--- src/core/mcrb_pkg.sv ---
// Contract
// - With the global lock set, writes to every register here are silently ignored.
// - Test-mode bit 0 enables the XOR tree; reset value zero; clearing restores normal.
// - XOR tree combines five voltage-id inputs, four tach inputs, fan drive pins 2 and 3.
// - Management bus data and clock stay out of the XOR tree.
// - Scratch registers 79h and 7Bh read/write, reset to zero; 7Ah read-only, mirrors readback input bits 6..0, bit 7 reads zero.
// - Mode bit 0 picks the low-power state: zero sleep, one shutdown.
// - Mode bit 1 picks monitoring: zero continuous, one power-saving cycle.
// - Mode bit 2 gates the alert pin function; zero disables, default.
// - Averaging field bits 7..5 decode with top bit first; top bit gives 32.
// - Codes 000, 001, 01x, 1xx give 128/8, 16/1, 16/16, 32/32 averages.
// - Averaging field resets to 010, so the mode register resets to 40h.
// - Voltage enable bits 2,3,5,6,7 gate each rail's status; bits 1,4 reserved.
// - Voltage enable bit 0 lets faults pull the alert low only with pin enable.
// - Config bit 0 routes fan_speed_in3 pin to alert; bit 1 routes fan_drive_out2 pin to alert.
// - Config bit 3 reports temperature readings valid after monitoring starts.
// - Config bit 4, set at reset, enables fan spin-up shortening.
// - Writing one to config bit 7 soft-resets all these registers; bit self-clears.
package mcrb_pkg;

	// Register offsets
	localparam logic [7:0] XOR_OFS  = 8'h6f;
	localparam logic [7:0] SCRA_OFS = 8'h79;
	localparam logic [7:0] RDBK_OFS = 8'h7a;
	localparam logic [7:0] SCRB_OFS = 8'h7b;
	localparam logic [7:0] MODE_OFS = 8'h7c;
	localparam logic [7:0] VEN_OFS  = 8'h7e;
	localparam logic [7:0] CFG_OFS  = 8'h7f;

	// Reset values
	localparam logic [7:0] XOR_RST  = 8'h00;
	localparam logic [7:0] SCR_RST  = 8'h00;
	localparam logic [7:0] MODE_RST = 8'h40;
	localparam logic [7:0] VEN_RST  = 8'hec;
	localparam logic [7:0] CFG_RST  = 8'h10;

	// Field positions
	localparam int XOR_EN_BIT   = 0;
	localparam int MODE_LP_BIT  = 0;
	localparam int MODE_MON_BIT = 1;
	localparam int MODE_PIN_BIT = 2;
	localparam int MODE_AVG_LSB = 5;
	localparam int VEN_GRP_BIT  = 0;
	localparam int VEN_V25_BIT  = 2;
	localparam int VEN_VCP_BIT  = 3;
	localparam int VEN_V5_BIT   = 5;
	localparam int VEN_V12_BIT  = 6;
	localparam int VEN_VCC_BIT  = 7;
	localparam int CFG_T3_BIT   = 0;
	localparam int CFG_P2_BIT   = 1;
	localparam int CFG_TEMPERATURE_VALID_FLAG_BIT = 3;
	localparam int CFG_SUR_BIT  = 4;
	localparam int CFG_INIT_BIT = 7;

	// Writable and readable bit masks
	localparam logic [7:0] XOR_WMASK  = 8'h01;
	localparam logic [7:0] VEN_WMASK  = 8'hed;
	localparam logic [7:0] CFG_WMASK  = 8'h73;
	localparam logic [7:0] RDBK_MASK  = 8'h7f;

	// Averages per reading
	localparam logic [7:0] AVG_N1   = 8'h01;
	localparam logic [7:0] AVG_N8   = 8'h08;
	localparam logic [7:0] AVG_N16  = 8'h10;
	localparam logic [7:0] AVG_N32  = 8'h20;
	localparam logic [7:0] AVG_N128 = 8'h80;

	// Whole state of the register bank
	typedef struct packed {
		logic [7:0] xor_q;
		logic [7:0] scra;
		logic [7:0] scrb;
		logic [7:0] mode;
		logic [7:0] ven;
		logic [7:0] cfg;
		logic [7:0] rdata;
		logic       rvalid;
		logic       srst;
	} mcrb_state_t;

	localparam mcrb_state_t RST_STATE = '{
		xor_q: XOR_RST, scra: SCR_RST, scrb: SCR_RST, mode: MODE_RST,
		ven: VEN_RST, cfg: CFG_RST, rdata: 8'h00, rvalid: 1'b0, srst: 1'b0};

endpackage : mcrb_pkg

--- src/core/mcrb_avg_decode.sv ---
`timescale 1ns/1ps
module mcrb_avg_decode import mcrb_pkg::*; (
	input  wire logic [2:0] avg_sel,      // Averaging field
	output logic      [7:0] remote_count, // Averages, remote diodes
	output logic      [7:0] local_count   // Averages, internal and voltages
);

	// Top bit wins, then the middle bit
	function automatic logic [15:0] avg_pair(input logic [2:0] sel);
		logic [15:0] r;
		r = {AVG_N128, AVG_N8};
		if (sel[2]) begin
			r = {AVG_N32, AVG_N32};
		end else if (sel[1]) begin
			r = {AVG_N16, AVG_N16};
		end else if (sel[0]) begin
			r = {AVG_N16, AVG_N1};
		end
		return r;
	endfunction : avg_pair

	// Split the pair onto the two outputs
	always_comb begin
		{remote_count, local_count} = avg_pair(avg_sel);
	end

endmodule : mcrb_avg_decode

--- src/core/mcrb_regs.sv ---
`timescale 1ns/1ps
module mcrb_regs import mcrb_pkg::*; (
	input  wire logic       clk,                      // System clock
	input  wire logic       rstn,                     // Async reset, active low
	input  wire logic [7:0] reg_addr,                 // Register offset
	input  wire logic       reg_wr_en,                // Write strobe
	input  wire logic [7:0] reg_wr_data,              // Write data
	input  wire logic       reg_rd_en,                // Read strobe
	output logic      [7:0] reg_rd_data,              // Read data, registered
	output logic            reg_rd_valid,             // Read data valid pulse
	input  wire logic       lock_active,              // Global lock bit
	input  wire logic       temp_ready_in,            // Temperature readings valid
	input  wire logic [7:0] test_readback_in,         // Readback test value
	input  wire logic [4:0] voltage_fault,            // 2.5V,Vccp,5V,12V,VCC faults
	output logic      [4:0] voltage_status_set,       // Gated status set requests
	output logic            alert_drive_low,          // Pull alert pin low
	input  wire logic [4:0] voltage_id_in,            // Voltage-id pins
	input  wire logic [3:0] fan_speed_in,             // Tach pins 1..4
	input  wire logic       fan_drive_out2_in,        // Fan drive pin 2 level
	input  wire logic       fan_drive_out3_in,        // Fan drive pin 3 level
	output logic            xor_tree_enable,          // Test mode active
	output logic            xor_tree_out,             // Test tree result
	output logic            low_power_select,         // 0 sleep, 1 shutdown
	output logic            monitor_mode_select,      // 0 continuous, 1 cycle
	output logic            alert_pin_enable,         // Alert pin function on
	output logic            spinup_shortening_enable, // Spin-up reduction on
	output logic            fan_speed_in3_pin_alert_select,   // Fan_speed_in3 pin carries alert
	output logic            fan_drive_out2_pin_alert_select,    // Fan_drive_out2 pin carries alert
	output logic      [7:0] remote_avg_count,         // Averages, remote diodes
	output logic      [7:0] local_avg_count,          // Averages, local channels
	output logic            soft_reset_pulse          // One-cycle soft reset
);

	////////////////////////////////////////////////////////////////////////
	// State

	mcrb_state_t s_q;
	mcrb_state_t s_d;
	logic        wr_ok;

	// A locked bank drops writes without any error indication
	assign wr_ok = reg_wr_en & ~lock_active;

	////////////////////////////////////////////////////////////////////////
	// Read multiplexer

	// Reserved rail-enable and test-mode bits read as zero; the soft reset bit never reads back set
	function automatic logic [7:0] read_mux(
		input mcrb_state_t st,
		input logic [7:0]  addr,
		input logic        temperature_valid_flag,
		input logic [7:0]  rdbk
	);
		logic [7:0] v;
		v = 8'h00;
		case (addr)
			XOR_OFS: begin
				v = st.xor_q;
			end
			SCRA_OFS: begin
				v = st.scra;
			end
			RDBK_OFS: begin
				v = rdbk & RDBK_MASK;
			end
			SCRB_OFS: begin
				v = st.scrb;
			end
			MODE_OFS: begin
				v = st.mode;
			end
			VEN_OFS: begin
				v = st.ven;
			end
			CFG_OFS: begin
				v = st.cfg;
				v[CFG_TEMPERATURE_VALID_FLAG_BIT] = temperature_valid_flag;
			end
			default: begin
				v = 8'h00;
			end
		endcase
		return v;
	endfunction : read_mux

	////////////////////////////////////////////////////////////////////////
	// Next state

	// Read returns the value before a write in the same cycle
	always_comb begin
		s_d = s_q;
		s_d.srst = 1'b0;
		s_d.rvalid = 1'b0;
		if (reg_rd_en) begin
			s_d.rvalid = 1'b1;
			s_d.rdata = read_mux(s_q, reg_addr, temp_ready_in, test_readback_in);
		end
		if (wr_ok) begin
			case (reg_addr)
				XOR_OFS: begin
					s_d.xor_q = reg_wr_data & XOR_WMASK;
				end
				SCRA_OFS: begin
					s_d.scra = reg_wr_data;
				end
				SCRB_OFS: begin
					s_d.scrb = reg_wr_data;
				end
				MODE_OFS: begin
					// Bits 3 and 4 kept as written; steering them is host's duty
					s_d.mode = reg_wr_data;
				end
				VEN_OFS: begin
					s_d.ven = reg_wr_data & VEN_WMASK;
				end
				CFG_OFS: begin
					if (reg_wr_data[CFG_INIT_BIT]) begin
						// Whole bank back to defaults; read path survives
						s_d = RST_STATE;
						s_d.rvalid = reg_rd_en;
						s_d.rdata = reg_rd_en ?
							read_mux(s_q, reg_addr, temp_ready_in, test_readback_in) :
							s_q.rdata;
						s_d.srst = 1'b1;
					end else begin
						// Bits 5 and 6 stored as written, left to the host
						s_d.cfg = reg_wr_data & CFG_WMASK;
					end
				end
				default: begin
					// Read-only and unmapped offsets drop the write
					s_d.xor_q = s_d.xor_q;
				end
			endcase
		end
	end

	// Bank state register
	always_ff @(posedge clk or negedge rstn) begin
		if (!rstn) begin
			s_q <= RST_STATE;
		end else begin
			s_q <= s_d;
		end
	end

	////////////////////////////////////////////////////////////////////////
	// Outputs

	// Register fields straight to the pins
	assign reg_rd_data              = s_q.rdata;
	assign reg_rd_valid             = s_q.rvalid;
	assign soft_reset_pulse         = s_q.srst;
	assign xor_tree_enable          = s_q.xor_q[XOR_EN_BIT];
	assign low_power_select         = s_q.mode[MODE_LP_BIT];
	assign monitor_mode_select      = s_q.mode[MODE_MON_BIT];
	assign alert_pin_enable         = s_q.mode[MODE_PIN_BIT];
	assign spinup_shortening_enable = s_q.cfg[CFG_SUR_BIT];
	assign fan_speed_in3_pin_alert_select   = s_q.cfg[CFG_T3_BIT];
	assign fan_drive_out2_pin_alert_select    = s_q.cfg[CFG_P2_BIT];

	// Per-rail enables gate the status set; kept combinational so no event slips
	assign voltage_status_set[0] = voltage_fault[0] & s_q.ven[VEN_V25_BIT];
	assign voltage_status_set[1] = voltage_fault[1] & s_q.ven[VEN_VCP_BIT];
	assign voltage_status_set[2] = voltage_fault[2] & s_q.ven[VEN_V5_BIT];
	assign voltage_status_set[3] = voltage_fault[3] & s_q.ven[VEN_V12_BIT];
	assign voltage_status_set[4] = voltage_fault[4] & s_q.ven[VEN_VCC_BIT];

	// Alert pull needs group enable and pin function both on
	assign alert_drive_low = alert_pin_enable & s_q.ven[VEN_GRP_BIT]
		& (|voltage_fault);

	////////////////////////////////////////////////////////////////////////
	// Submodules

	// Bus pins are not wired in, so the host stays usable in test mode
	mcrb_xor_tree u_xor (
		.enable    (xor_tree_enable),
		.vid_in    (voltage_id_in),
		.tach_in   (fan_speed_in),
		.drive2_in (fan_drive_out2_in),
		.drive3_in (fan_drive_out3_in),
		.tree_out  (xor_tree_out)
	);

	// Averaging counts for the monitor sequencer
	mcrb_avg_decode u_avg (
		.avg_sel      (s_q.mode[MODE_AVG_LSB +: 3]),
		.remote_count (remote_avg_count),
		.local_count  (local_avg_count)
	);

	////////////////////////////////////////////////////////////////////////
	// Checks

	// Locked writes leave every register untouched
	AST_LOCK_HOLD: assert property (@(posedge clk) disable iff (!rstn)
		(reg_wr_en && lock_active) |=>
		(s_q.xor_q == $past(s_q.xor_q) && s_q.mode == $past(s_q.mode)
		&& s_q.ven == $past(s_q.ven) && s_q.cfg == $past(s_q.cfg)
		&& s_q.scra == $past(s_q.scra) && s_q.scrb == $past(s_q.scrb)
		&& !soft_reset_pulse))
		else $error("locked write changed a register");

	// Test mode follows the written bit
	AST_XEN_SET: assert property (@(posedge clk) disable iff (!rstn)
		(wr_ok && reg_addr == XOR_OFS) |=>
		(xor_tree_enable == $past(reg_wr_data[XOR_EN_BIT])))
		else $error("test mode bit not taken");

	// Tree output is parity of the eleven pins
	AST_XOR_PARITY: assert property (@(posedge clk) disable iff (!rstn)
		xor_tree_enable |->
		(xor_tree_out == ^{voltage_id_in, fan_speed_in,
		fan_drive_out2_in, fan_drive_out3_in}))
		else $error("xor tree parity wrong");

	// Read-only test register mirrors the low seven bits of its source
	AST_RDBK_RO: assert property (@(posedge clk) disable iff (!rstn)
		(reg_rd_en && reg_addr == RDBK_OFS) |=>
		(reg_rd_valid && reg_rd_data == ($past(test_readback_in) & RDBK_MASK)))
		else $error("readback register wrong");

	// Mode bits follow a write
	AST_MODE_WRITE: assert property (@(posedge clk) disable iff (!rstn)
		(wr_ok && reg_addr == MODE_OFS) |=>
		(low_power_select == $past(reg_wr_data[MODE_LP_BIT])
		&& monitor_mode_select == $past(reg_wr_data[MODE_MON_BIT])
		&& alert_pin_enable == $past(reg_wr_data[MODE_PIN_BIT])))
		else $error("mode bits not taken");

	// Top averaging bit forces 32 everywhere
	AST_AVG_PRIO: assert property (@(posedge clk) disable iff (!rstn)
		s_q.mode[MODE_AVG_LSB + 2] |->
		(remote_avg_count == AVG_N32 && local_avg_count == AVG_N32))
		else $error("averaging priority wrong");

	// Zero code gives the long remote averaging
	AST_AVG_ZERO: assert property (@(posedge clk) disable iff (!rstn)
		(s_q.mode[MODE_AVG_LSB +: 3] == 3'h0) |->
		(remote_avg_count == AVG_N128 && local_avg_count == AVG_N8))
		else $error("averaging code 000 wrong");

	// Status set only where enabled
	AST_STATUS_GATE: assert property (@(posedge clk) disable iff (!rstn)
		(voltage_status_set & ~{s_q.ven[VEN_VCC_BIT], s_q.ven[VEN_V12_BIT],
		s_q.ven[VEN_V5_BIT], s_q.ven[VEN_VCP_BIT], s_q.ven[VEN_V25_BIT]}) == 5'h00)
		else $error("status set while disabled");

	// Alert pull tied to its three causes
	AST_ALERT: assert property (@(posedge clk) disable iff (!rstn)
		alert_drive_low == (alert_pin_enable && s_q.ven[VEN_GRP_BIT]
		&& voltage_fault != 5'h00))
		else $error("alert pull mismatch");

	// Config read carries the ready input and never the init bit
	AST_TEMPERATURE_VALID_FLAG_READ: assert property (@(posedge clk) disable iff (!rstn)
		(reg_rd_en && reg_addr == CFG_OFS) |=>
		(reg_rd_data[CFG_TEMPERATURE_VALID_FLAG_BIT] == $past(temp_ready_in)
		&& !reg_rd_data[CFG_INIT_BIT]))
		else $error("config readback wrong");

	// Soft reset restores defaults for exactly one pulse
	AST_SOFT_RESET: assert property (@(posedge clk) disable iff (!rstn)
		(wr_ok && reg_addr == CFG_OFS && reg_wr_data[CFG_INIT_BIT]) |=>
		(soft_reset_pulse && s_q.mode == MODE_RST && s_q.cfg == CFG_RST
		&& s_q.ven == VEN_RST && s_q.xor_q == XOR_RST)
		##1 (!soft_reset_pulse
		|| $past(wr_ok && reg_addr == CFG_OFS && reg_wr_data[CFG_INIT_BIT])))
		else $error("soft reset did not restore defaults");

	// Tree output rests low outside test mode
	AST_TREE_OFF: assert property (@(posedge clk) disable iff (!rstn)
		!xor_tree_enable |-> !xor_tree_out)
		else $error("xor tree active outside test mode");

	// Reserved test-mode bits never hold a one
	AST_XOR_RESERVED: assert property (@(posedge clk) disable iff (!rstn)
		(s_q.xor_q & ~XOR_WMASK) == 8'h00)
		else $error("reserved test bit set");

	// First scratch register takes the whole byte
	AST_SCRA_WRITE: assert property (@(posedge clk) disable iff (!rstn)
		(wr_ok && reg_addr == SCRA_OFS) |=> (s_q.scra == $past(reg_wr_data)))
		else $error("scratch a not written");

	// Second scratch register takes the whole byte
	AST_SCRB_WRITE: assert property (@(posedge clk) disable iff (!rstn)
		(wr_ok && reg_addr == SCRB_OFS) |=> (s_q.scrb == $past(reg_wr_data)))
		else $error("scratch b not written");

	// Writes to the readback offset land nowhere
	AST_RDBK_NO_WRITE: assert property (@(posedge clk) disable iff (!rstn)
		(reg_wr_en && reg_addr == RDBK_OFS) |=>
		($stable(s_q.xor_q) && $stable(s_q.scra) && $stable(s_q.scrb)
		&& $stable(s_q.mode) && $stable(s_q.ven) && $stable(s_q.cfg)))
		else $error("readback write changed a register");

	// Mode byte stored as written, reserved pair included
	AST_MODE_BYTE: assert property (@(posedge clk) disable iff (!rstn)
		(wr_ok && reg_addr == MODE_OFS) |=>
		(s_q.mode == $past(reg_wr_data)))
		else $error("mode byte not stored");

	// Pin function off means no alert pull
	AST_PIN_GATE: assert property (@(posedge clk) disable iff (!rstn)
		!alert_pin_enable |-> !alert_drive_low)
		else $error("alert pulled with pin function off");

	// Code 001 gives short remote averaging and none locally
	AST_AVG_ONE: assert property (@(posedge clk) disable iff (!rstn)
		(s_q.mode[MODE_AVG_LSB +: 3] == 3'h1) |->
		(remote_avg_count == AVG_N16 && local_avg_count == AVG_N1))
		else $error("averaging code 001 wrong");

	// Codes 010 and 011 give 16 everywhere
	AST_AVG_MID: assert property (@(posedge clk) disable iff (!rstn)
		(!s_q.mode[MODE_AVG_LSB + 2] && s_q.mode[MODE_AVG_LSB + 1]) |->
		(remote_avg_count == AVG_N16 && local_avg_count == AVG_N16))
		else $error("averaging code 01x wrong");

	// Reserved rail enable bits never hold a one
	AST_VEN_RESERVED: assert property (@(posedge clk) disable iff (!rstn)
		(s_q.ven & ~VEN_WMASK) == 8'h00)
		else $error("reserved rail enable bit set");

	// Rail enables follow a write, reserved bits dropped
	AST_VEN_WRITE: assert property (@(posedge clk) disable iff (!rstn)
		(wr_ok && reg_addr == VEN_OFS) |=>
		(s_q.ven == ($past(reg_wr_data) & VEN_WMASK)))
		else $error("rail enables not stored");

	// Pin selects and spin-up bit follow a plain config write
	AST_CFG_WRITE: assert property (@(posedge clk) disable iff (!rstn)
		(wr_ok && reg_addr == CFG_OFS && !reg_wr_data[CFG_INIT_BIT]) |=>
		(fan_speed_in3_pin_alert_select == $past(reg_wr_data[CFG_T3_BIT])
		&& fan_drive_out2_pin_alert_select == $past(reg_wr_data[CFG_P2_BIT])
		&& spinup_shortening_enable == $past(reg_wr_data[CFG_SUR_BIT])))
		else $error("config bits not taken");

	// First edge after a hard reset still shows the reset image
	AST_RESET_IMAGE: assert property (@(posedge clk) disable iff (!rstn)
		!$past(rstn) |->
		(s_q == RST_STATE))
		else $error("reset image wrong");

	// The init bit is never stored
	AST_INIT_CLEAR: assert property (@(posedge clk) disable iff (!rstn)
		!s_q.cfg[CFG_INIT_BIT])
		else $error("init bit stored");

	// Soft reset clears the scratch pair too
	AST_SCR_SRST: assert property (@(posedge clk) disable iff (!rstn)
		(wr_ok && reg_addr == CFG_OFS && reg_wr_data[CFG_INIT_BIT]) |=>
		(s_q.scra == SCR_RST && s_q.scrb == SCR_RST))
		else $error("soft reset left scratch data");

	// No soft reset pulse without an accepted init write
	AST_SRST_CAUSE: assert property (@(posedge clk) disable iff (!rstn)
		soft_reset_pulse |->
		$past(wr_ok && reg_addr == CFG_OFS && reg_wr_data[CFG_INIT_BIT]))
		else $error("soft reset pulse without cause");

endmodule : mcrb_regs

--- src/core/mcrb_xor_tree.sv ---
`timescale 1ns/1ps
module mcrb_xor_tree (
	input  wire logic       enable,     // Test mode active
	input  wire logic [4:0] vid_in,     // Voltage-id pins
	input  wire logic [3:0] tach_in,    // Tach pins 1..4
	input  wire logic       drive2_in,  // Fan drive pin 2 level
	input  wire logic       drive3_in,  // Fan drive pin 3 level
	output logic            tree_out    // Parity of all tree pins
);

	// Parity is order-independent, so one reduction covers the chain
	always_comb begin
		tree_out = 1'b0;
		if (enable) begin
			tree_out = ^{vid_in, tach_in, drive2_in, drive3_in};
		end
	end

endmodule : mcrb_xor_tree

--- config.mk ---
export PLATFORM = sky130hd
export DESIGN_NAME = mcrb_regs
export DESIGN_NICKNAME = d
export VERILOG_FILES = /design/src/core/mcrb_pkg.sv /design/src/core/mcrb_avg_decode.sv /design/src/core/mcrb_regs.sv /design/src/core/mcrb_xor_tree.sv
export SDC_FILE = /design/constraint.sdc
export NUM_CORES = 1
export LEC_CHECK = 0
export BUFFER_PORTS_ARGS = -buffer_cell sky130_fd_sc_hd__buf_2
export CAP_MARGIN = 40
export CORE_MARGIN = 2
export CORE_UTILIZATION = 45
export DETAILED_ROUTE_END_ITERATION = 10
export PLACE_DENSITY = 0.75
export SYNTH_ARGS = -nofsm -noshare
export SYNTH_HDL_FRONTEND = slang
export SYNTH_SLANG_ARGS = --single-unit
--- constraint.sdc ---
create_clock -name clk -period 1.3 [get_ports clk]
set_clock_uncertainty 0.1 [all_clocks]
set_input_delay 0 -clock clk [delete_from_list [all_inputs] [get_ports clk]]
set_output_delay 0 -clock clk [all_outputs]
set_load 0.03 [all_outputs]
==> summary.md, run 1 <==
| Metric | Value |
|---|---|
| Highest Clock Rate | roughly 700 MHz |
| TritonCTS sink count | 46 |
| Area Growth Syn to Fin | 32.4% |
| Cell area after synthesis | between 2000 and 3000 um2 |
| Max VDD drop | 0.499 mV |
| Total core area | 5960 um2 |
| Initial standard-cell utilization of the core | 46.6% |
| Die height | 82.5 um |
| Worst-skew pair later-pin latency | 0.31 ns |
| Dpl hpwl | around 5.5 mm |
| Number of antenna repair diodes | 0 |
| CTS tree | done |
| Post-layout worst setup margin | -0.107 ns |
| Core Util, Final | 61.7% |
| Post-synthesis instance total | approximately 290 |
| Worst Path Class, Setup | register to register |
| Number of filler instances in the final layout | ~530 |
| RSZ-0062 raised after global routing | yes |
| CTS Root Cell | clkbuf_8 |
| Number of clock buffers inserted by TritonCTS | 5 |
| Slew at the pin closest to its max-slew limit | ~0.51 ns |
| Master of the slowest instance on the critical path | dfrtp_2 |
| Cell chain of the critical path | mux2_2 > a32o_2 > a31oi_2 > o211ai_1 |
| DIE AREA | 6810 um2 |
| Detailed-route via count | roughly 2,500 |
| Standard-cell row count | 28 |
| Pins over their slew limit | 0 |
| Number of H-tree levels | 2 |
| Synth async-reset ratio | 100% |
| Nets | between 400 and 500 |
| Cell family with most CP delay | compound AO/OA/AOI/OAI gates |
| Critical path arrival | roughly 1.5 ns |
| Maximum Capacitance Violations | 0 |
| Post-place instance area | 3290 um2 |
| Worst endpoint required time | between 1 and 1.5 ns |
| Outcome | finished with violations |
| First-pass GRT wire length | 11.6 mm |
| Boundary Pins | 86 |
| CTS clock-pin slew for the worst setup and hold paths | roughly 0.09 ns |
| Number of port buffers | 75 |
| Type of destination of the critical path | register |
| Number of synthesis warnings | 0 |
| EDFF count, synth | 0 |
| Violated checks | setup timing |
| Power Dens Cells | 890 nW/um2 |
| Type of element launching the critical path | register |
| Pre-Repair DR Iteration Count | 5 |
| Max-Slew Margin vs Limit | 65.9% |
| Number of global-route vias before repair | 2,393 |
| Via density per instance | 5.33 |
| Largest net degree at the start of global routing | 47 |
| Width of the die | between 80 and 90 um |
| Final Setup Violations | 9 |
| Global Route Usage Sum | 23.0% |
| Min Tclk post-route | between 1 and 1.5 ns |
| Stage delay of the slowest cell on the critical path | 0.41 ns |
| Leakage power | ~1.8 nW |
| Synthesized area per cell | 9.67 um2 |
| Share of final-layout standard cells stronger than drive strength 1 | 43.0% |
| Final-layout setup total negative slack | -0.409 ns |
| Hold Slack | 0.00134 ns |
| Average routed wire per standard cell | ~16 um |
| Overflow left after global routing | 0 |
| Number of storage elements in the synthesis netlist | 46 |
| Final Cycle Share | 108% |
| Buffers plus inverters on the worst setup path | 0 |
| Maximum number of buffers from clock root to sink | 2 |
| Biggest fanout along the worst timing path | 2 |
| Initial antenna violation count | 0 |
| Final hold vios | 0 |
| Sequential element share of the synthesized area | 41.8% |
| Final weighted congestion of routability-driven global placement | 0.893 |
| Flip-flop cell with the highest count after synthesis | dfrtp_1 |
| Class of the worst hold path | primary input to register |
| Final routed wirelength across all metal layers | roughly 7.7 mm |
| Number of antenna-violating nets in the routed design | 0 |
| Number of distinct library cell variants in the gate-level netlist after synthesis | 57 |
| DRT iter0 DRCs | 167 |
| Final instance area | 3670 um2 |
| Drt drc | 0 |
kinds of logic (layout without fill, tap and decap cells):
group,after synthesis,after routing,share of synthesized area [%]
flip-flops,46,46,41.8
XOR/XNOR,9,9,3.34
AO/OA/AOI/OAI,69,69,17.9
other,1,9,0.135
multiplexers,13,13,5.82
buffers and inverters,43,143,10.9
AND/OR/NAND/NOR,106,106,20.1
worst reg2reg max path, cell delays in order (launching register included):
cell and delay (ns):
dfrtp_2 0.41, mux2_2 0.26, a32o_2 0.24, a31oi_2 0.17, o211ai_1 0.10
placed cells by master, fill, tap and decap left out, drive strengths merged, types with 4 or more instances in the layout:
cell type,count
buf,114
nand2,44
dfrtp,39
o21ai,33
nor2,14
dlygate4sd3,12
inv,10
and2,10
conb,9
a21oi,9
mux2,9
dfstp,7
xnor2,7
nand3b,6
clkbuf,6
nand3,5
nor3,5
nand2b,4
nor2b,4
synthesized netlist by cell type (3+ instances only):
master     instances  area, um2
buf_2              4       20.0
nand3b_1           6       45.0
nor2_1            14       52.6
buf_6              7       78.8
mux2i_1            3       30.0
xnor2_1            7       61.3
nand3_1            5       25.0
a21oi_1            9       45.0
nor2b_1            4       25.0
inv_1              9       33.8
buf_4             22        165
a22oi_1            3       22.5
nor3_1             4       20.0
nand2_1           43        161
and2_1             9       56.3
a31oi_1            3       18.8
nand2b_1           4       25.0
dfrtp_1           39        976
dfstp_2            7        184
o21ai_1            7       35.0
mux2_2             7       78.8
o2111ai_4          3       78.8
o21ai_0           26        130
metal layers:
metal  vias up  track usage [%]  share of wire [%]
li1       1198                -                  -
met3        14             5.76                5.7
met2        78             37.4                 49
met1      1215             30.2                 44
met5         -                0                  0
met4         0             6.89                1.5
final timing paths:
path,slack [ns],depth (start not counted),from,end
worst max register to register,-0.11,4,low_power_select,reg_rd_data[0]
worst min-delay path,0.001,4,test_readback_in[1],reg_rd_data[1]
max in group asynchronous,0.75,3,rstn,spinup_shortening_enable
min in group asynchronous,0.08,3,rstn,alert_pin_enable
worst min register to register,0.38,2,spinup_shortening_enable,spinup_shortening_enable
worst max-delay path,-0.11,4,low_power_select,reg_rd_data[0]
report_power, final:
part           total [mW]  internal [mW]  switching (mW)  leakage (nW)
logic               0.785          0.347           0.438          1.15
clock network       0.955          0.438           0.517        0.0478
registers            1.53           1.49          0.0402         0.595
area by class of cell:
class,instances,area [um2],area share [%]
multi-input combinational,206,1430,38.9
sequential,46,1160,31.6
timing repair buffer,126,857,23.3
tap,75,93.8,2.55
clock buffer,6,82.6,2.25
inverter,9,33.8,0.920
clock inverter,2,16.3,0.443
stage by stage:
stage                     cells  setup slack, ns  power (mW)
after floorplan             295          -0.0966        2.00
after global placement      444           -0.139        2.24
after detailed placement    444           -0.134        2.25
after CTS                   466           -0.113        3.24
after global routing        470           -0.139        3.40
final                       470           -0.107        3.27
state kept, by name, indices dropped and copies added, names as in the netlist:
signal and count:
reg_rd_data 8, soft_reset_pulse 1, s_q 29, low_power_select 1, alert_pin_enable 1, fan_speed_in3_pin_alert_select 1, xor_tree_enable 1, reg_rd_valid 1
monitor_mode_select 1, spinup_shortening_enable 1, fan_drive_out2_pin_alert_select 1
what timing repair did:
action,in CTS,in global routing
pin swaps,0,7
setup buffers,3,4
resized for setup,20,17
endpoints found under the hold margin,84,0
hold buffers,12,0
endpoints found under the setup margin,10,17
(Power assumes the default switching activity.)
==> run 2, diff against run 1 <==
--- a/config.mk
+++ b/config.mk
@@ -5,12 +5,15 @@
 export SDC_FILE = /design/constraint.sdc
 export NUM_CORES = 1
 export LEC_CHECK = 0
+export ABC_AREA = 1
 export BUFFER_PORTS_ARGS = -buffer_cell sky130_fd_sc_hd__buf_2
 export CAP_MARGIN = 40
+export CORE_ASPECT_RATIO = 1.1
 export CORE_MARGIN = 2
 export CORE_UTILIZATION = 45
 export DETAILED_ROUTE_END_ITERATION = 10
 export PLACE_DENSITY = 0.75
 export SYNTH_ARGS = -nofsm -noshare
 export SYNTH_HDL_FRONTEND = slang
+export SYNTH_HIERARCHICAL = 1
 export SYNTH_SLANG_ARGS = --single-unit
==> run 2 against run 1 <==
Critical path type is now register to primary output. Flip-flop and latch count is the same. Global-route usage down 3.0 points. The run now ends clean. Die area is 4.9% higher. Largest cell class unchanged. Utilization shrank 4.8 points. Critical path depth is the same. Area after synthesis rose by 5.2%.
==> summary.md, run 2 <==
| Metric | Value |
|---|---|
| Internal power component | 2.27 mW (was 2.28 mW) |
| Power Dens Cells | 890 nW/um2 (about the same) |
| Register bank with the most flops | s_q (unchanged) |
| Cell family with most CP delay | flip-flops (was compound AO/OA/AOI/OAI gates) |
| Largest register FFs | 29 (unchanged) |
| Most instantiated cells after synthesis | 129 x nand2_1, 56 x nand3_1, 39 x dfrtp_1, 28 x inv_1, 25 x o21ai_2 (was 43 x nand2_1, 39 x dfrtp_1, 26 x o21ai_0, 22 x buf_4, 14 x nor2_1) |
| Number of distinct library cell variants in the gate-level netlist after synthesis | 26 (was 57) |
| DIE AREA | 7150 um2 (was 6810 um2) |
| Biggest area consumer among synthesized cells | dfrtp_1 (unchanged) |
| Final instance area | 3540 um2 (was 3670 um2) |
| Dpl hpwl | 5.28 mm (was 5.54 mm) |
| Switching fraction of total power | 28.0% (was 30.4%) |
| Origin of the critical flop-to-flop path | s_q[32] (was low_power_select) |
| Number of filler instances in the final layout | 591 (was 531) |
| Number of storage elements in the synthesis netlist | 46 (unchanged) |
| Flip-flop cell with the highest count after synthesis | dfrtp_1 (unchanged) |
| Stage delay of the slowest cell on the critical path | 0.57 ns (was 0.41 ns) |
| Drt drc | 0 (unchanged) |
| Final routed wirelength across all metal layers | 6.94 mm (was 7.71 mm) |
| Initial antenna violation count | 0 (unchanged) |
| Pre-Repair DR Iteration Count | 4 (was 5) |
| Worst endpoint required time | 1.20 ns (was 1.38 ns) |
| CTS Root Cell | clkbuf_8 (unchanged) |
| Largest net degree at the start of global routing | 47 (unchanged) |
| Maximum Capacitance Violations | 0 (unchanged) |
| TritonCTS sink count | 46 (unchanged) |
| Number of clock buffers inserted by TritonCTS | 5 (unchanged) |
| Biggest fanout along the worst timing path | 4 (was 2) |
| Buffers plus inverters on the worst setup path | 2 (was 0) |
| Worst Path Class, Setup | register to primary output (was register to register) |
| Cell chain of the critical path | inv_2 > nand2_1 > nor2_1 > buf_4 (was mux2_2 > a32o_2 > a31oi_2 > o211ai_1) |
| Number of synthesis warnings | 6 (was 0) |
| Number of global-route vias before repair | 2,486 (was 2,393) |
| Part of the power in the clock network | 32.8% (was 29.2%) |
| Leakage power | 2.04 nW (was 1.79 nW) |
| Combinational share of power | 18.4% (was 24.0%) |
| Area Growth Syn to Fin | 21.4% (was 32.4%) |
| Most common library cell in the layout ignoring fill and taps | nand2_1 (was buf_2) |
| Global Route Usage Sum | 19.9% (was 23.0%) |
| Average routed wire per standard cell | 12.6 um (was 16.4 um) |
| Class of the worst hold path | primary input to register (unchanged) |
| Number of antenna repair diodes | 0 (unchanged) |
| Initial standard-cell utilization of the core | 46.8% (was 46.6%) |
| Highest Clock Rate | 772 MHz (was 711 MHz) |
| Worst r2r dst | reg_rd_data[6] (was reg_rd_data[0]) |
| Most common cell in the netlist | nand2_1 (unchanged) |
| Final hold vios | 0 (unchanged) |
| Cell Count, Final, Fillers Out | 550 (was 470) |
| Worst Min Path Start | reg_wr_data[7] (was test_readback_in[1]) |
| Outcome | completed (was finished with violations) |
| FF-to-FF setup slack | 0.22 ns (was -0.11 ns) |
| RSZ-0062 raised after global routing | yes (unchanged) |
| Post-synthesis instance total | 386 (was 287) |
| Detailed-route via count | 2,716 (was 2,505) |
| Length in cells of the worst reg-to-reg path | 6 (was 4) |
| Cell area after synthesis | 2920 um2 (was 2780 um2) |
| Commonest cells after routing, fill and taps aside | 129 x nand2_1, 70 x buf_2, 56 x nand3_1 (was 65 x buf_2, 43 x nand2_1, 42 x buf_4) |
| Placed instance count | 529 (was 444) |
| Final Setup Violations | 0 (was 9) |
| Number of antenna-violating nets in the routed design | 0 (unchanged) |
| Die height | 88.5 um (was 82.5 um) |
| EDFF count, synth | 0 (unchanged) |
| Critical path arrival | 1.20 ns (was 1.48 ns) |
| Total core area | 6230 um2 (was 5960 um2) |
| Post-place instance area | 3290 um2 (about the same) |
| Width of the die | 80.8 um (was 82.5 um) |
| Worst-skew pair later-pin latency | 0.29 ns (was 0.31 ns) |
| Final weighted congestion of routability-driven global placement | 0.872 (was 0.893) |
| CTS clock-pin slew for the worst setup and hold paths | 0.09 ns (about the same) |
| Standard-cell row count | 30 (was 28) |
| Synthesized area per cell | 7.56 um2 (was 9.67 um2) |
| Master of the slowest instance on the critical path | dfstp_2 (was dfrtp_2) |
| Synth async-reset ratio | 100% (unchanged) |
| Type of element launching the critical path | register (unchanged) |
| Number of cells on the worst hold path | 3 (was 4) |
| Type of destination of the critical path | primary output (was register) |
| Worst-case hold path end point | s_q[41] (was reg_rd_data[1]) |
| Overflow left after global routing | 0 (unchanged) |
| Maximum number of buffers from clock root to sink | 2 (unchanged) |
| Min Tclk post-route | 1.30 ns (was 1.41 ns) |
| Max VDD drop | 0.520 mV (was 0.499 mV) |
| Portion of total power attributed to sequential cells | 48.8% (was 46.8%) |
| Via density per instance | 4.94 (was 5.33) |
| First-pass GRT wire length | 11.2 mm (was 11.6 mm) |
| Number of port buffers | 75 (unchanged) |
| DRT iter0 DRCs | 155 (was 167) |
| Cell types with the largest area share after synthesis | dfrtp_1 33%, nand2_1 17%, nand3_1 9.6% (was dfrtp_1 35%, dfstp_2 6.6%, buf_4 6.0%) |
| Share of the synthesized area in the top cell type | 33.4% (was 35.2%) |
| Boundary Pins | 86 (unchanged) |
| Number of H-tree levels | 2 (unchanged) |
| Final Cycle Share | 99.7% (was 108%) |
| Pins over their slew limit | 0 (unchanged) |
| Power dissipated by switching net loads | 0.882 mW (was 0.995 mW) |
| Share of final-layout standard cells stronger than drive strength 1 | 33.0% (was 43.0%) |
| Sequential element share of the synthesized area | 39.7% (was 41.8%) |
| CTS tree | done (unchanged) |
| Nets | 515 (was 440) |
-- run 2: changes by cell type in the layout (fill, tap and decap cells not counted), sizes merged, moves of 9 or more --
cell / before / now
and2: 10 / 0
buf: 114 / 88
inv: 10 / 29
mux2: 9 / 0
nand2: 44 / 144
nand3: 5 / 58
nor2: 14 / 25
-- run 2: worst reg2reg max path: stages (launching register included) --
cell and delay, ns:
dfstp_2 0.57, nand3_1 0.08, nand2_1 0.08, nor2_1 0.04, nand2_1 0.05, nand2_1 0.04, nand2_1 0.05
-- run 2: timing repair --
item                                    4_1_cts  5_1_grt
buffers inserted                              0        0
endpoints found under the setup margin        0        5
resized for setup                             0       12
hold endpoints to repair                     77        0
hold buffers                                 13        0
-- run 2: worst max-delay path by stage --
stage / startpoint / end / cells past startpoint
floorplan: s_q[31] / remote_avg_count[7] / 4
global placement: reg_addr[7] / s_q[18] / 9
detailed placement: reg_addr[7] / s_q[18] / 9
CTS: s_q[32] / local_avg_count[3] / 4
global route: s_q[32] / local_avg_count[0] / 4
finish: s_q[32] / local_avg_count[0] / 4
-- run 2: per-layer routing --
layer / up-vias / track usage, % / wire (um)
li1: 1374 / - / -
met1: 1241 / 25.7 / 3070
met2: 95 / 36.8 / 3420
met3: 6 / 1.84 / 394
met4: 0 / 3.54 / 64
met5: - / 0 / 0
-- run 2: power groups by stage --
| stage | clock network (mW) | registers, mW | logic (mW) |
|---|---|---|---|
| detailed placement | 0 | 1.57 | 0.539 |
| global route | 1.10 | 1.55 | 0.639 |
| finish | 1.03 | 1.54 | 0.581 |
| CTS | 1.04 | 1.54 | 0.570 |
| global placement | 0 | 1.56 | 0.526 |
| floorplan | 0 | 1.57 | 0.347 |
-- run 2: kinds of logic after synthesis --
logic type / count (synthesis) / share of synthesized area (%)
other cells: 1 / 0.128
simple gates: 230 / 35.9
compound gates: 43 / 10.6
xor+xnor: 3 / 0.900
flops: 46 / 39.7
buf+inv: 63 / 12.8
-- run 2: through the flow --
stage	total power [mW]	worst slack (ns)	utilization, %	hold WS [ns]	TNS (ns)
detailed placement	2.10	-0.0225	52.8	-0.101	-0.0225
finish	3.16	0.00442	56.9	0.00485	0
floorplan	1.92	0.0193	-	-0.396	0
CTS	3.15	0.00507	56.6	0.00889	0
global route	3.29	-0.0615	56.9	0.0122	-0.187
global placement	2.09	0.0231	52.8	-0.104	0
-- run 2: area by class of cell --
class / count / area [um2] / share of cell area [%]
clock buffer: 5 / 68.8 / 1.94
clock inverter: 3 / 40.0 / 1.13
inverter: 30 / 113 / 3.18
multi-input combinational: 285 / 1420 / 40.0
sequential: 46 / 1160 / 32.7
tap: 80 / 100 / 2.82
timing repair buffer: 101 / 644 / 18.2
==> run 3, diff against run 2 <==
--- a/config.mk
+++ b/config.mk
@@ -8,11 +8,10 @@
 export ABC_AREA = 1
 export BUFFER_PORTS_ARGS = -buffer_cell sky130_fd_sc_hd__buf_2
 export CAP_MARGIN = 40
-export CORE_ASPECT_RATIO = 1.1
 export CORE_MARGIN = 2
-export CORE_UTILIZATION = 45
+export CORE_UTILIZATION = 47
 export DETAILED_ROUTE_END_ITERATION = 10
-export PLACE_DENSITY = 0.75
+export PLACE_DENSITY = 0.78
 export SYNTH_ARGS = -nofsm -noshare
 export SYNTH_HDL_FRONTEND = slang
 export SYNTH_HIERARCHICAL = 1
==> run 3 against run 2 <==
Critical path depth did not move. Utilization increased by 4.0 points. Global-route usage grew 1.5 points. Hold slack better by 0.0071 ns. Critical endpoint unchanged. Highest routed layer unchanged.
==> summary.md, run 3 (synthesis gave the netlist of run 2 again) <==
| Metric | Value |
|---|---|
| Outcome | completed (unchanged) |
| Pins over their slew limit | 0 (unchanged) |
| Highest Clock Rate | 780 MHz (was 772 MHz) |
| Number of global-route vias before repair | 2,626 (was 2,486) |
| Maximum Capacitance Violations | 0 (unchanged) |
| Power Dens Cells | 890 nW/um2 (about the same) |
| Number of filler instances in the final layout | 534 (was 591) |
| Type of destination of the critical path | primary output (unchanged) |
| Standard-cell row count | 28 (was 30) |
| Global Route Usage Sum | 21.5% (was 19.9%) |
| Final weighted congestion of routability-driven global placement | 0.846 (was 0.872) |
| Nets | 525 (was 515) |
| Average routed wire per standard cell | 13.0 um (was 12.6 um) |
| Number of cells on the critical path | 4 (unchanged) |
| Most common library cell in the layout ignoring fill and taps | nand2_1 (unchanged) |
| Via density per instance | 4.98 (was 4.94) |
| Worst-skew pair later-pin latency | 0.30 ns (was 0.29 ns) |
| Worst Path Class, Setup | register to primary output (unchanged) |
| DRT iter0 DRCs | 205 (was 155) |
| Worst endpoint required time | 1.20 ns (about the same) |
| Leakage power | 2.10 nW (was 2.04 nW) |
| Area Growth Syn to Fin | 24.1% (was 21.4%) |
| Final instance area | 3620 um2 (was 3540 um2) |
| Number of clock buffers inserted by TritonCTS | 5 (unchanged) |
| Number of antenna repair diodes | 0 (unchanged) |
| Drt drc | 0 (unchanged) |
| Pre-Repair DR Iteration Count | 4 (unchanged) |
| Post-layout worst setup margin | 0.0184 ns (was 0.00442 ns) |
| Share of final-layout standard cells stronger than drive strength 1 | 34.2% (was 33.0%) |
| Commonest cells after routing, fill and taps aside | 128 x nand2_1, 67 x buf_2, 56 x nand3_1 (was 129 x nand2_1, 70 x buf_2, 56 x nand3_1) |
| Buffers plus inverters on the worst setup path | 2 (unchanged) |
| Met2 GRT Util | 35.1% (was 36.8%) |
| Cell family with most CP delay | flip-flops (unchanged) |
| Final Cycle Share | 98.6% (was 99.7%) |
| Overflow left after global routing | 0 (unchanged) |
| Core Util, Final | 60.8% (was 56.9%) |
| Pre-CTS setup slack | -0.0440 ns (was -0.0225 ns) |
| Initial standard-cell utilization of the core | 49.0% (was 46.8%) |
| TritonCTS sink count | 46 (unchanged) |
| Total core area | 5960 um2 (was 6230 um2) |
| Stage delay of the slowest cell on the critical path | 0.57 ns (about the same) |
| CTS tree | done (unchanged) |
| DIE AREA | 6860 um2 (was 7150 um2) |
| CTS Root Cell | clkbuf_8 (unchanged) |
| Die height | 82.8 um (was 88.5 um) |
| Largest register FFs | 29 (unchanged) |
| Cell chain of the critical path | inv_2 > nand2_1 > nor2_1 > buf_4 (unchanged) |
| Biggest fanout along the worst timing path | 4 (unchanged) |
| Length in cells of the worst reg-to-reg path | 6 (unchanged) |
| Detailed-route via count | 2,763 (was 2,716) |
| Number of cells on the worst hold path | 7 (was 3) |
| Final Setup Violations | 0 (unchanged) |
| RSZ-0062 raised after global routing | yes (unchanged) |
| Final routed wirelength across all metal layers | 7.22 mm (was 6.94 mm) |
| Largest net degree at the start of global routing | 24 (was 47) |
| GR Layer Usage met3 | 5.17% (was 1.84%) |
| Number of H-tree levels | 2 (unchanged) |
| Final Power | 3.22 mW (was 3.16 mW) |
| Min Tclk post-route | 1.28 ns (was 1.30 ns) |
| Global-route met1 utilization | 28.6% (was 25.7%) |
| Dpl hpwl | 5.59 mm (was 5.28 mm) |
| Number of port buffers | 75 (unchanged) |
| Post-place instance area | 3320 um2 (was 3290 um2) |
| Class of the worst hold path | primary input to register (unchanged) |
| Final hold vios | 0 (unchanged) |
| Number of antenna-violating nets in the routed design | 0 (unchanged) |
| Register bank with the most flops | s_q (unchanged) |
| Busiest grt layer | met2 (unchanged) |
| Boundary Pins | 86 (unchanged) |
| Hold Slack | 0.0119 ns (was 0.00485 ns) |
| Initial antenna violation count | 0 (unchanged) |
| Max VDD drop | 0.425 mV (was 0.520 mV) |
| Width of the die | 82.8 um (was 80.8 um) |
| Master of the slowest instance on the critical path | dfstp_2 (unchanged) |
| Maximum number of buffers from clock root to sink | 2 (unchanged) |
| Type of element launching the critical path | register (unchanged) |
| CTS clock-pin slew for the worst setup and hold paths | 0.08 ns (was 0.09 ns) |
| Critical path arrival | 1.18 ns (was 1.20 ns) |
| First-pass GRT wire length | 12.1 mm (was 11.2 mm) |
==> run 3: changes by cell type in the layout (fill, tap and decap cells not counted) <==
cell           before  now
buf_4              15   24
buf_2              70   67
clkbuf_4            0    2
dlygate4sd3_1      13   15
buf_12              2    1
buf_6               1    2
clkinv_2            2    1
inv_6               0    1
nand2_1           129  128
nand2_2            12   13
==> run 3: tightest hold or removal path, stage by stage <==
cell and delay (ns):
buf_2 0.08, nand3_1 0.07, nand2_1 0.06, nor2_1 0.03, nand2_1 0.06, nand2_1 0.04
nand2_1 0.04
==> run 3: where the power goes <==
group	switching [mW]	internal, mW
Combinational	0.379	0.231
Sequential	0.0441	1.49
Clock	0.500	0.576
Total	0.923	2.30
==> run 3: path summary, 6_finish.rpt <==
check | endpoint | slack (ns) | start
worst min register to register | reg_rd_data[5] | 0.39 | reg_rd_data[5]
worst max register to register | reg_rd_data[0] | 0.18 | s_q[18]
max in group asynchronous | s_q[25] | 0.50 | rstn
worst max-delay path | local_avg_count[0] | 0.02 | s_q[32]
min in group asynchronous | reg_rd_data[2] | 0.02 | rstn
worst min-delay path | reg_rd_data[0] | 0.01 | test_readback_in[0]
==> run 3: layer usage <==
metal / wire [um] / vias up
met5: 0 / -
met4: 80 / 0
met3: 420 / 8
met2: 3520 / 92
met1: 3190 / 1270
li1: - / 1393
==> run 3: metrics by stage <==
stage                     cells  setup TNS [ns]
final                       555               0
after global routing        555          -0.235
after CTS                   554        -0.00890
after detailed placement    531         -0.0880
after global placement      531               0
after floorplan             394               0
==> run 3: repair_timing <==
| action | CTS | global route |
|---|---|---|
| setup buffers | 0 | 1 |
| pin swaps | 0 | 0 |
| endpoints found under the setup margin | 2 | 8 |
| cloned | 0 | 0 |
| resized for setup | 0 | 18 |
| hold buffers | 15 | 0 |
| hold endpoints to repair | 73 | 0 |
==> run 3: area by class of cell <==
type                    count  area, um2  share of cell area [%]
repair buffers            111        723                    20.0
inverters                  30        113                    3.11
well taps                  75       93.8                    2.59
flip-flops and latches     46       1160                    32.0
clock inverters             3       43.8                    1.21
clock buffers               5       68.8                    1.90
multi-input cells         285       1420                    39.2
